==> config.mk <==
export PLATFORM = sky130hd
export DESIGN_NAME = ifb_flag_bank
export DESIGN_NICKNAME = d
export VERILOG_FILES = /design/src/shared/ifb_pkg.sv /design/src/design/ifb_flag_cell.sv /design/src/design/ifb_flag_bank.sv
export SDC_FILE = /design/constraint.sdc
export NUM_CORES = 1
export LEC_CHECK = 0
export BUFFER_PORTS_ARGS = -buffer_cell sky130_fd_sc_hd__buf_2
export CAP_MARGIN = 5
export CORE_MARGIN = 2
export CORE_UTILIZATION = 44
export CTS_BUF_LIST = sky130_fd_sc_hd__clkbuf_16
export DETAILED_ROUTE_END_ITERATION = 10
export GPL_TIMING_DRIVEN = 1
export PLACE_DENSITY_LB_ADDON = 0.2
export SETUP_SLACK_MARGIN = 0.15
export SYNTH_ARGS = -nofsm -noshare
export SYNTH_HDL_FRONTEND = slang
export SYNTH_HIERARCHICAL = 1
export SYNTH_SLANG_ARGS = --single-unit
export TNS_END_PERCENT = 30
==> constraint.sdc <==
create_clock -name clk -period 1.2 [get_ports clk]
set_input_delay 0.18 -clock clk [delete_from_list [all_inputs] [get_ports clk]]
set_output_delay 0.18 -clock clk [all_outputs]
set_load 0.1 [all_outputs]
==> src/shared/ifb_pkg.sv <==
// Package: register map, bit positions and reset values of the interrupt flag bank two
package ifb_pkg;

  // ----------------------------------------------------------------
  // Register map
  // ----------------------------------------------------------------
  localparam logic [11:0] IFB_FLAGS_OFFS = 12'h000;
  localparam logic [11:0] IFB_STAT_OFFS  = 12'h004;
  localparam logic [11:0] IFB_MASK_OFFS  = 12'h008;

  localparam int          IFB_WIDTH      = 16;
  localparam logic [15:0] IFB_FLAGS_RST  = 16'h0000;
  localparam logic [15:0] IFB_STAT_RST   = 16'h0000;
  localparam logic [15:0] IFB_MASK_RST   = 16'h0000;

  // ----------------------------------------------------------------
  // Flag bit positions
  // ----------------------------------------------------------------
  localparam int TIMER_SIX_REQ_FLAG         = 15;
  localparam int DMA_CH_FOUR_DONE_FLAG      = 14;
  localparam int UNUSED_BIT                 = 13;
  localparam int OUT_CMP_EIGHT_FLAG         = 12;
  localparam int OUT_CMP_SEVEN_FLAG         = 11;
  localparam int OUT_CMP_SIX_FLAG           = 10;
  localparam int OUT_CMP_FIVE_FLAG          = 9;
  localparam int IN_CAP_SIX_FLAG            = 8;
  localparam int IN_CAP_FIVE_FLAG           = 7;
  localparam int IN_CAP_FOUR_FLAG           = 6;
  localparam int IN_CAP_THREE_FLAG          = 5;
  localparam int DMA_CH_THREE_DONE_FLAG     = 4;
  localparam int CAN_ONE_EVENT_FLAG         = 3;
  localparam int CAN_ONE_RX_READY_FLAG      = 2;
  localparam int SERIAL_PORT_TWO_EVENT_FLAG = 1;
  localparam int SERIAL_PORT_TWO_ERROR_FLAG = 0;

  // Implemented bits: all but bit 13
  localparam logic [15:0] IFB_IMPL_MASK = 16'hdfff;

endpackage

==> src/design/ifb_flag_cell.sv <==
// Module: one latched interrupt flag with event set and software write
`timescale 1ns/1ps
module ifb_flag_cell (
  input  wire logic clk,
  input  wire logic rst,
  input  wire logic evtPulse,
  input  wire logic wrEn,
  input  wire logic wrVal,
  output logic      flagQ
);
  logic flag_ff;
  logic nxt_flag;

  // A peripheral event in the write cycle still wins, so no request is lost
  always_comb begin
    nxt_flag = flag_ff;
    if (wrEn) begin
      nxt_flag = wrVal;
    end
    if (evtPulse) begin
      nxt_flag = 1'b1;
    end
  end

  always_ff @(posedge clk or posedge rst) begin
    if (rst) begin
      flag_ff <= 1'b0;
    end else begin
      flag_ff <= nxt_flag;
    end
  end

  assign flagQ = flag_ff;

  a_flag_event_sets : assert property (@(posedge clk) disable iff (rst)
    evtPulse |=> flag_ff)
    else $error("flag not set after event");

  a_flag_no_spur : assert property (@(posedge clk) disable iff (rst)
    (!flag_ff && !evtPulse && !(wrEn && wrVal)) |=> !flag_ff)
    else $error("flag set without event or write");

  a_flag_holds : assert property (@(posedge clk) disable iff (rst)
    (flag_ff && !wrEn) |=> flag_ff)
    else $error("flag lost without clear");
endmodule

==> src/design/ifb_flag_bank.sv <==
// Module: interrupt flag bank two with APB slave, sticky status, mask and interrupt
//
// Decided for this implementation: the APB slave port and the register addresses.
`timescale 1ns/1ps
module ifb_flag_bank
  import ifb_pkg::*;
(
  input  wire logic                          clk,
  input  wire logic                          rst,
  input  wire logic                          psel,
  input  wire logic                          penable,
  input  wire logic                          pwrite,
  input  wire logic [11:0]                   paddr,
  input  wire logic [31:0]                   pwdata,
  input  wire logic [3:0]                    pstrb,
  output logic      [31:0]                   prdata,
  output logic                               pready,
  output logic                               pslverr,
  input  wire logic [ifb_pkg::IFB_WIDTH-1:0] evtIn,
  output logic      [ifb_pkg::IFB_WIDTH-1:0] flagsOut,
  output logic                               irq
);
  import ifb_pkg::*;

  // ----------------------------------------------------------------
  // Bus decode
  // ----------------------------------------------------------------
  logic        access;
  logic        wrAcc;
  logic        rdAcc;
  logic        hitFlags;
  logic        hitStat;
  logic        hitMask;
  logic        unmapped;
  logic [15:0] wrMask;

  assign access   = psel && penable;
  assign wrAcc    = access && pwrite;
  assign rdAcc    = access && !pwrite;
  assign hitFlags = (paddr == IFB_FLAGS_OFFS);
  assign hitStat  = (paddr == IFB_STAT_OFFS);
  assign hitMask  = (paddr == IFB_MASK_OFFS);
  assign unmapped = !(hitFlags || hitStat || hitMask);
  // Only the low two lanes hold the 16-bit register
  assign wrMask   = {{8{pstrb[1]}}, {8{pstrb[0]}}};
  // Zero wait states: every access completes in its first access cycle
  assign pready   = 1'b1;
  assign pslverr  = access && unmapped;

  // ----------------------------------------------------------------
  // Flag cells
  // ----------------------------------------------------------------
  logic [15:0] flagQ;
  logic [15:0] evtGated;

  genvar gi;
  generate
    for (gi = 0; gi < IFB_WIDTH; gi++) begin : g_flag
      if (IFB_IMPL_MASK[gi]) begin : g_impl
        ifb_flag_cell u_cell (
          .clk      (clk),
          .rst      (rst),
          .evtPulse (evtIn[gi]),
          .wrEn     (wrAcc && hitFlags && wrMask[gi]),
          .wrVal    (pwdata[gi]),
          .flagQ    (flagQ[gi])
        );
        assign evtGated[gi] = evtIn[gi];
      end else begin : g_none
        assign flagQ[gi]    = 1'b0;
        assign evtGated[gi] = 1'b0;
      end
    end
  endgenerate

  assign flagsOut = flagQ;

  // ----------------------------------------------------------------
  // Sticky status, mask, read data
  // ----------------------------------------------------------------
  logic [15:0] stat_ff;
  logic [15:0] mask_ff;
  logic [31:0] rdata_ff;
  logic [15:0] nxt_stat;
  logic [15:0] nxt_mask;
  logic [31:0] nxt_rdata;

  always_comb begin
    nxt_stat  = stat_ff;
    nxt_mask  = mask_ff;
    nxt_rdata = rdata_ff;
    if (rdAcc && hitStat) begin
      nxt_stat = '0;
    end
    // Events arriving during the clearing read are kept
    nxt_stat = nxt_stat | evtGated;
    if (wrAcc && hitMask) begin
      nxt_mask = ((mask_ff & ~wrMask) | (pwdata[15:0] & wrMask)) & IFB_IMPL_MASK;
    end
    if (psel && !penable && !pwrite) begin
      unique case (1'b1)
        (paddr == IFB_FLAGS_OFFS): nxt_rdata = {16'h0000, flagQ};
        (paddr == IFB_STAT_OFFS):  nxt_rdata = {16'h0000, stat_ff | evtGated};
        (paddr == IFB_MASK_OFFS):  nxt_rdata = {16'h0000, mask_ff};
        default:                   nxt_rdata = 32'h0000_0000;
      endcase
    end
  end

  always_ff @(posedge clk or posedge rst) begin
    if (rst) begin
      stat_ff  <= IFB_STAT_RST;
      mask_ff  <= IFB_MASK_RST;
      rdata_ff <= 32'h0000_0000;
    end else begin
      stat_ff  <= nxt_stat;
      mask_ff  <= nxt_mask;
      rdata_ff <= nxt_rdata;
    end
  end

  // Read data is captured in the setup cycle so it comes from a flip-flop
  assign prdata = rdata_ff;
  assign irq    = |(stat_ff & mask_ff);

  a_unimpl_zero : assert property (@(posedge clk) disable iff (rst)
    !flagsOut[UNUSED_BIT] && !mask_ff[UNUSED_BIT] && !stat_ff[UNUSED_BIT])
    else $error("unimplemented bit reads one");

  a_event_latched : assert property (@(posedge clk) disable iff (rst)
    evtIn[OUT_CMP_EIGHT_FLAG] |=> flagsOut[OUT_CMP_EIGHT_FLAG])
    else $error("compare eight flag missed");

  a_timer_latched : assert property (@(posedge clk) disable iff (rst)
    evtIn[TIMER_SIX_REQ_FLAG] |=> flagsOut[TIMER_SIX_REQ_FLAG])
    else $error("timer six flag missed");

  a_rx_latched : assert property (@(posedge clk) disable iff (rst)
    evtIn[CAN_ONE_RX_READY_FLAG] |=> flagsOut[CAN_ONE_RX_READY_FLAG])
    else $error("receive ready flag missed");

  a_spi_err_latched : assert property (@(posedge clk) disable iff (rst)
    evtIn[SERIAL_PORT_TWO_ERROR_FLAG] |=> flagsOut[SERIAL_PORT_TWO_ERROR_FLAG])
    else $error("serial error flag missed");

  a_write_clears : assert property (@(posedge clk) disable iff (rst)
    (wrAcc && hitFlags && pstrb[0] && !pwdata[0] && !evtIn[0]) |=> !flagsOut[0])
    else $error("write zero did not clear flag");

  a_read_flags : assert property (@(posedge clk) disable iff (rst)
    (psel && !penable && !pwrite && hitFlags) |=> (prdata[15:0] == $past(flagsOut)))
    else $error("flag read data wrong");

  a_no_spur_set : assert property (@(posedge clk) disable iff (rst)
    (!flagsOut[3] && !evtIn[3] && !(wrAcc && hitFlags)) |=> !flagsOut[3])
    else $error("flag set without cause");

  a_irq_level : assert property (@(posedge clk) disable iff (rst)
    (|(evtGated & mask_ff) && !(wrAcc && hitMask)) |=> irq)
    else $error("unmasked event did not raise interrupt");

  // ----------------------------------------------------------------
  // Per-flag event latching
  // ----------------------------------------------------------------
  a_dma_four_latched : assert property (@(posedge clk) disable iff (rst)
    evtIn[DMA_CH_FOUR_DONE_FLAG] |=> flagsOut[DMA_CH_FOUR_DONE_FLAG])
    else $error("dma four flag missed");

  a_cmp_seven_latched : assert property (@(posedge clk) disable iff (rst)
    evtIn[OUT_CMP_SEVEN_FLAG] |=> flagsOut[OUT_CMP_SEVEN_FLAG])
    else $error("compare seven flag missed");

  a_cmp_six_latched : assert property (@(posedge clk) disable iff (rst)
    evtIn[OUT_CMP_SIX_FLAG] |=> flagsOut[OUT_CMP_SIX_FLAG])
    else $error("compare six flag missed");

  a_cmp_five_latched : assert property (@(posedge clk) disable iff (rst)
    evtIn[OUT_CMP_FIVE_FLAG] |=> flagsOut[OUT_CMP_FIVE_FLAG])
    else $error("compare five flag missed");

  a_cap_six_latched : assert property (@(posedge clk) disable iff (rst)
    evtIn[IN_CAP_SIX_FLAG] |=> flagsOut[IN_CAP_SIX_FLAG])
    else $error("capture six flag missed");

  a_cap_five_latched : assert property (@(posedge clk) disable iff (rst)
    evtIn[IN_CAP_FIVE_FLAG] |=> flagsOut[IN_CAP_FIVE_FLAG])
    else $error("capture five flag missed");

  a_cap_four_latched : assert property (@(posedge clk) disable iff (rst)
    evtIn[IN_CAP_FOUR_FLAG] |=> flagsOut[IN_CAP_FOUR_FLAG])
    else $error("capture four flag missed");

  a_cap_three_latched : assert property (@(posedge clk) disable iff (rst)
    evtIn[IN_CAP_THREE_FLAG] |=> flagsOut[IN_CAP_THREE_FLAG])
    else $error("capture three flag missed");

  a_dma_three_latched : assert property (@(posedge clk) disable iff (rst)
    evtIn[DMA_CH_THREE_DONE_FLAG] |=> flagsOut[DMA_CH_THREE_DONE_FLAG])
    else $error("dma three flag missed");

  a_can_evt_latched : assert property (@(posedge clk) disable iff (rst)
    evtIn[CAN_ONE_EVENT_FLAG] |=> flagsOut[CAN_ONE_EVENT_FLAG])
    else $error("controller event flag missed");

  a_spi_evt_latched : assert property (@(posedge clk) disable iff (rst)
    evtIn[SERIAL_PORT_TWO_EVENT_FLAG] |=> flagsOut[SERIAL_PORT_TWO_EVENT_FLAG])
    else $error("serial event flag missed");

  // ----------------------------------------------------------------
  // Software writes to the flags
  // ----------------------------------------------------------------
  a_write_sets : assert property (@(posedge clk) disable iff (rst)
    (wrAcc && hitFlags && pstrb[0] && pwdata[0]) |=> flagsOut[0])
    else $error("write one did not set flag");

  a_write_clears_hi : assert property (@(posedge clk) disable iff (rst)
    (wrAcc && hitFlags && pstrb[1] && !pwdata[15] && !evtIn[15]) |=> !flagsOut[15])
    else $error("write zero did not clear upper flag");

  a_lane_lo_kept : assert property (@(posedge clk) disable iff (rst)
    (wrAcc && hitFlags && !pstrb[0]) |=> flagsOut[7:0] == $past(flagsOut[7:0] | evtGated[7:0]))
    else $error("disabled low lane changed flags");

  a_lane_hi_kept : assert property (@(posedge clk) disable iff (rst)
    (wrAcc && hitFlags && !pstrb[1]) |=> flagsOut[15:8] == $past(flagsOut[15:8] | evtGated[15:8]))
    else $error("disabled high lane changed flags");

  a_write_value : assert property (@(posedge clk) disable iff (rst)
    (wrAcc && hitFlags && &pstrb[1:0] && !(|evtIn))
      |=> flagsOut == ($past(pwdata[15:0]) & IFB_IMPL_MASK))
    else $error("flag write value not taken");

  a_bad_addr_wr : assert property (@(posedge clk) disable iff (rst)
    (wrAcc && unmapped && !(|evtIn))
      |=> (flagsOut == $past(flagsOut)) && (mask_ff == $past(mask_ff)))
    else $error("unmapped write changed a register");

  a_flags_idle : assert property (@(posedge clk) disable iff (rst)
    (!wrAcc && !(|evtIn)) |=> flagsOut == $past(flagsOut))
    else $error("flags changed without event or write");

  a_flag_no_status : assert property (@(posedge clk) disable iff (rst)
    (wrAcc && hitFlags && !(|evtIn)) |=> stat_ff == $past(stat_ff))
    else $error("flag write changed status");

  a_evt_wins_clr : assert property (@(posedge clk) disable iff (rst)
    (wrAcc && hitFlags && pstrb[0] && evtIn[0]) |=> flagsOut[0])
    else $error("clear in event cycle lost the event");

  a_bit13_write : assert property (@(posedge clk) disable iff (rst)
    (wrAcc && (hitFlags || hitMask) && pwdata[UNUSED_BIT]) |=> !mask_ff[UNUSED_BIT])
    else $error("unimplemented bit took a write");

  // ----------------------------------------------------------------
  // Status, mask and interrupt
  // ----------------------------------------------------------------
  a_stat_read_clr : assert property (@(posedge clk) disable iff (rst)
    (rdAcc && hitStat && !(|evtGated)) |=> stat_ff == 16'h0000)
    else $error("status read did not clear");

  a_stat_keeps_evt : assert property (@(posedge clk) disable iff (rst)
    (rdAcc && hitStat) |=> stat_ff == $past(evtGated))
    else $error("event lost in status read cycle");

  a_stat_sticky : assert property (@(posedge clk) disable iff (rst)
    !(rdAcc && hitStat) |=> (stat_ff & $past(stat_ff)) == $past(stat_ff))
    else $error("status bit lost without read");

  a_stat_sets : assert property (@(posedge clk) disable iff (rst)
    (|evtGated) |=> (stat_ff & $past(evtGated)) == $past(evtGated))
    else $error("event did not set status");

  a_mask_write : assert property (@(posedge clk) disable iff (rst)
    (wrAcc && hitMask && &pstrb[1:0]) |=> mask_ff == ($past(pwdata[15:0]) & IFB_IMPL_MASK))
    else $error("mask write not taken");

  a_mask_holds : assert property (@(posedge clk) disable iff (rst)
    !(wrAcc && hitMask) |=> mask_ff == $past(mask_ff))
    else $error("mask changed without write");

  a_irq_drop : assert property (@(posedge clk) disable iff (rst)
    (rdAcc && hitStat && !(|evtGated)) |=> !irq)
    else $error("interrupt stayed after status read");

  a_irq_masked : assert property (@(posedge clk) disable iff (rst)
    (mask_ff == 16'h0000 && !(wrAcc && hitMask)) |=> !irq)
    else $error("interrupt raised while fully masked");

  // ----------------------------------------------------------------
  // Read data
  // ----------------------------------------------------------------
  a_bad_rdata : assert property (@(posedge clk) disable iff (rst)
    (psel && !penable && !pwrite && unmapped) |=> prdata == 32'h0000_0000)
    else $error("unmapped read data not zero");

  a_read_stat : assert property (@(posedge clk) disable iff (rst)
    (psel && !penable && !pwrite && hitStat) |=> prdata[15:0] == $past(stat_ff | evtGated))
    else $error("status read data wrong");

  a_read_mask : assert property (@(posedge clk) disable iff (rst)
    (psel && !penable && !pwrite && hitMask) |=> prdata[15:0] == $past(mask_ff))
    else $error("mask read data wrong");

  a_rdata_upper : assert property (@(posedge clk) disable iff (rst)
    prdata[31:16] == 16'h0000)
    else $error("upper read lanes not zero");

  a_rdata_stable : assert property (@(posedge clk) disable iff (rst)
    !(psel && !penable && !pwrite) |=> $stable(prdata))
    else $error("read data moved outside a read setup");
endmodule

==> run metrics <==
status=finished with violations; failing checks=setup timing; max cap viols=0; H-Tree Depth=3; WP data arrival=roughly 1.6 ns; commonest non-fill, non-tap cell in the layout=dfrtp_1; Crit. End Element=output pin; Seq cells post-synth=60; row cnt=30; total power=about 4.9 mW; Tcrit/Tclk final=149%; Avg Cell Area, Syn=between 10 and 15 um2; post-route setup slack=-0.594 ns; remaining antenna violation count=0; Inserted Diodes=0; area grow syn2layout=61.7%; synthesized area=3020 um2; Clk pwr share=a little under half; Die ar.=~7500 um2; share of cells above drive strength 1=between 40 and 50%; Peak supply drop=a little under 0.0009 V; Power Internal=3.56 mW; YS warnings=6; root buffer cell=clkbuf_16; Logic pwr share=a little over an eighth; post-detail-place hpwl=5850 um; leading area contributor after synthesis=dfrtp_1; vias=2821; Worst Path Required=roughly 1.0 ns; Yosys cell types=37; leakage power=roughly 2.3 nW; IO Pins=120; Hold WC Path Type=in2reg; worst skew pair latency=0.33 ns; vias per cell=roughly 5.7; Final TNS setup=-18.76 ns; core area=between 6000 and 7000 um2; share of power burned in registers=a little over 40%; post-route DRC violation count=0; vias in the first global route=between 2k and 3k; Psw=between 1 and 1.5 mW; Final setup viols=47; clock sinks=60; first-pass GRT wire length=roughly 14000 um; Most used DFF post-synth=dfrtp_1; CTS clock-pin slew for the worst setup and hold paths=approximately 0.05 ns; DR WL/cell=about 19 um; Initial Util=44.9%; Fin. Hold Viols=0; most frequent cells in the layout=60 x dfrtp_1, 51 x buf_4, 42 x buf_2; cell area power density=~1000 nW/um2; Nets=approximately 480; number of synthesized flops with an enable pin=0; worst-path fanout max=2; Final Skew=0.00592 ns; Worst Setup Path Type=reg2out; sequential cell area fraction in the yosys report=49.8%; TritonCTS clock tree=yes; Yosys top cell area share=roughly half; First DRT Iteration DRCs=196; GRT overflow=0; Tmin final=1.79 ns; Die Width=86.8 um; Bufs on Longest Clock Path=2; Startpoint Class=register; Num CTS Buffers=9; synth top area cells=dfrtp_1 50%, mux2_2 5.6%, buf_4 4.7%; Switching Fraction=between 20% and 30%; achievable clock frequency=approximately 0.56 GHz; largest net degree at the start of global routing=28; drt first pass iters=5; WL final=9700 um; die span in y=slightly below 90 um; Final Max Tran Viols=0; Total GRT Usage=25.0%; initial antenna violation count=0; GP Congestion=0.795; Cells after Synth=267; Synth async-reset ratio=between 90% and 100%; PortBufs=80; unrepaired setup endpoints after global routing=yes
==> critical path: stages (launching register included) <==
cell	delay (ns)
dfrtp_1	0.40
a222oi_1	0.33
and3_1	0.21
nand4_1	0.13
buf_6	0.22
==> path summary, 6_finish.rpt <==
path                            slack (ns)                endpoint  cells after the start                    from
worst max register to register        0.11   prdata[2]$_DFFE_PP0P_                      4                register
max in group asynchronous             0.43  prdata[12]$_DFFE_PP0P_                      4                     rst
min in group asynchronous             0.46   prdata[4]$_DFFE_PP0P_                      4                     rst
worst min-delay path                  0.07    stat_ff[3]$_DFF_PP0_                      2                evtIn[3]
worst min register to register        0.57  prdata[11]$_DFFE_PP0P_                      1  prdata[11]$_DFFE_PP0P_
worst max-delay path                 -0.59                     irq                      4                register
==> logic make-up after synthesis <==
family	synth area share (%)
simple gates	13.0
other cells	0.249
flops	49.8
buf+inv	9.46
compound gates	18.2
mux	9.25
==> synthesized netlist by cell type, types with 2 or more instances <==
cell type   n
a211o_1    15
a21o_1     15
a22o_1     12
a22oi_1     4
a2bb2oi_1   4
and3_1      2
and4_1      3
buf_4      19
buf_6       4
clkbuf_1    5
conb_1      2
dfrtp_1    60
inv_1      20
mux2_2     15
mux2i_1    11
nand2_1     5
nand4_1     5
nor2_1     16
nor2b_1    15
nor4_1      3
nor4_4      2
o221ai_1    4
o22ai_1    11
or4_1       2
==> metal layers <==
layer	vias to the layer above	track usage, %	part of all wire, %
li1	1258	-	-
met1	1403	31.8	42
met2	136	41.3	49
met3	24	6.57	6.7
met4	0	8.38	2.7
met5	-	0	0
==> power groups by stage <==
| stage | logic (mW) | clock network [mW] | registers, mW |
|---|---|---|---|
| 2_1_floorplan | 0.444 | 0 | 2.06 |
| 3_3_place_gp | 0.588 | 0 | 2.06 |
| 3_5_place_dp | 0.597 | 0 | 2.06 |
| 4_1_cts | 0.631 | 2.25 | 2.03 |
| 5_1_grt | 0.693 | 2.34 | 2.03 |
| 6_report | 0.660 | 2.23 | 2.03 |
==> through the flow <==
| stage | setup slack (ns) | instances | utilization [%] | instance area [um2] | hold slack, ns |
|---|---|---|---|---|---|
| after floorplan | -0.727 | 284 | - | 3160 | -0.0913 |
| after global placement | -0.699 | 472 | 65.1 | 4370 | 0.242 |
| after detailed placement | -0.718 | 472 | 65.1 | 4370 | 0.238 |
| after CTS | -0.614 | 494 | 71.2 | 4780 | 0.0659 |
| after global routing | -0.699 | 499 | 72.6 | 4880 | 0.0817 |
| final | -0.594 | 499 | 72.6 | 4880 | 0.0718 |
==> area by class of cell <==
class / count / area (um2)
clock buffer: 9 / 225
clock inverter: 7 / 35.0
fill: 461 / 1840
inverter: 20 / 75.1
multi-input combinational: 178 / 1440
sequential: 60 / 1500
tap: 80 / 100
timing repair buffer: 145 / 1500
==> timing repair <==
action | in CTS | in global routing
hold endpoints to repair | 60 | 0
setup buffers | 4 | 3
hold buffers | 1 | 0
cloned | 1 | 2
setup endpoints to repair | 92 | 92
pin swaps | 14 | 15
gates resized for setup | 22 | 12
No activity file was read; power rests on OpenSTA's default activity.
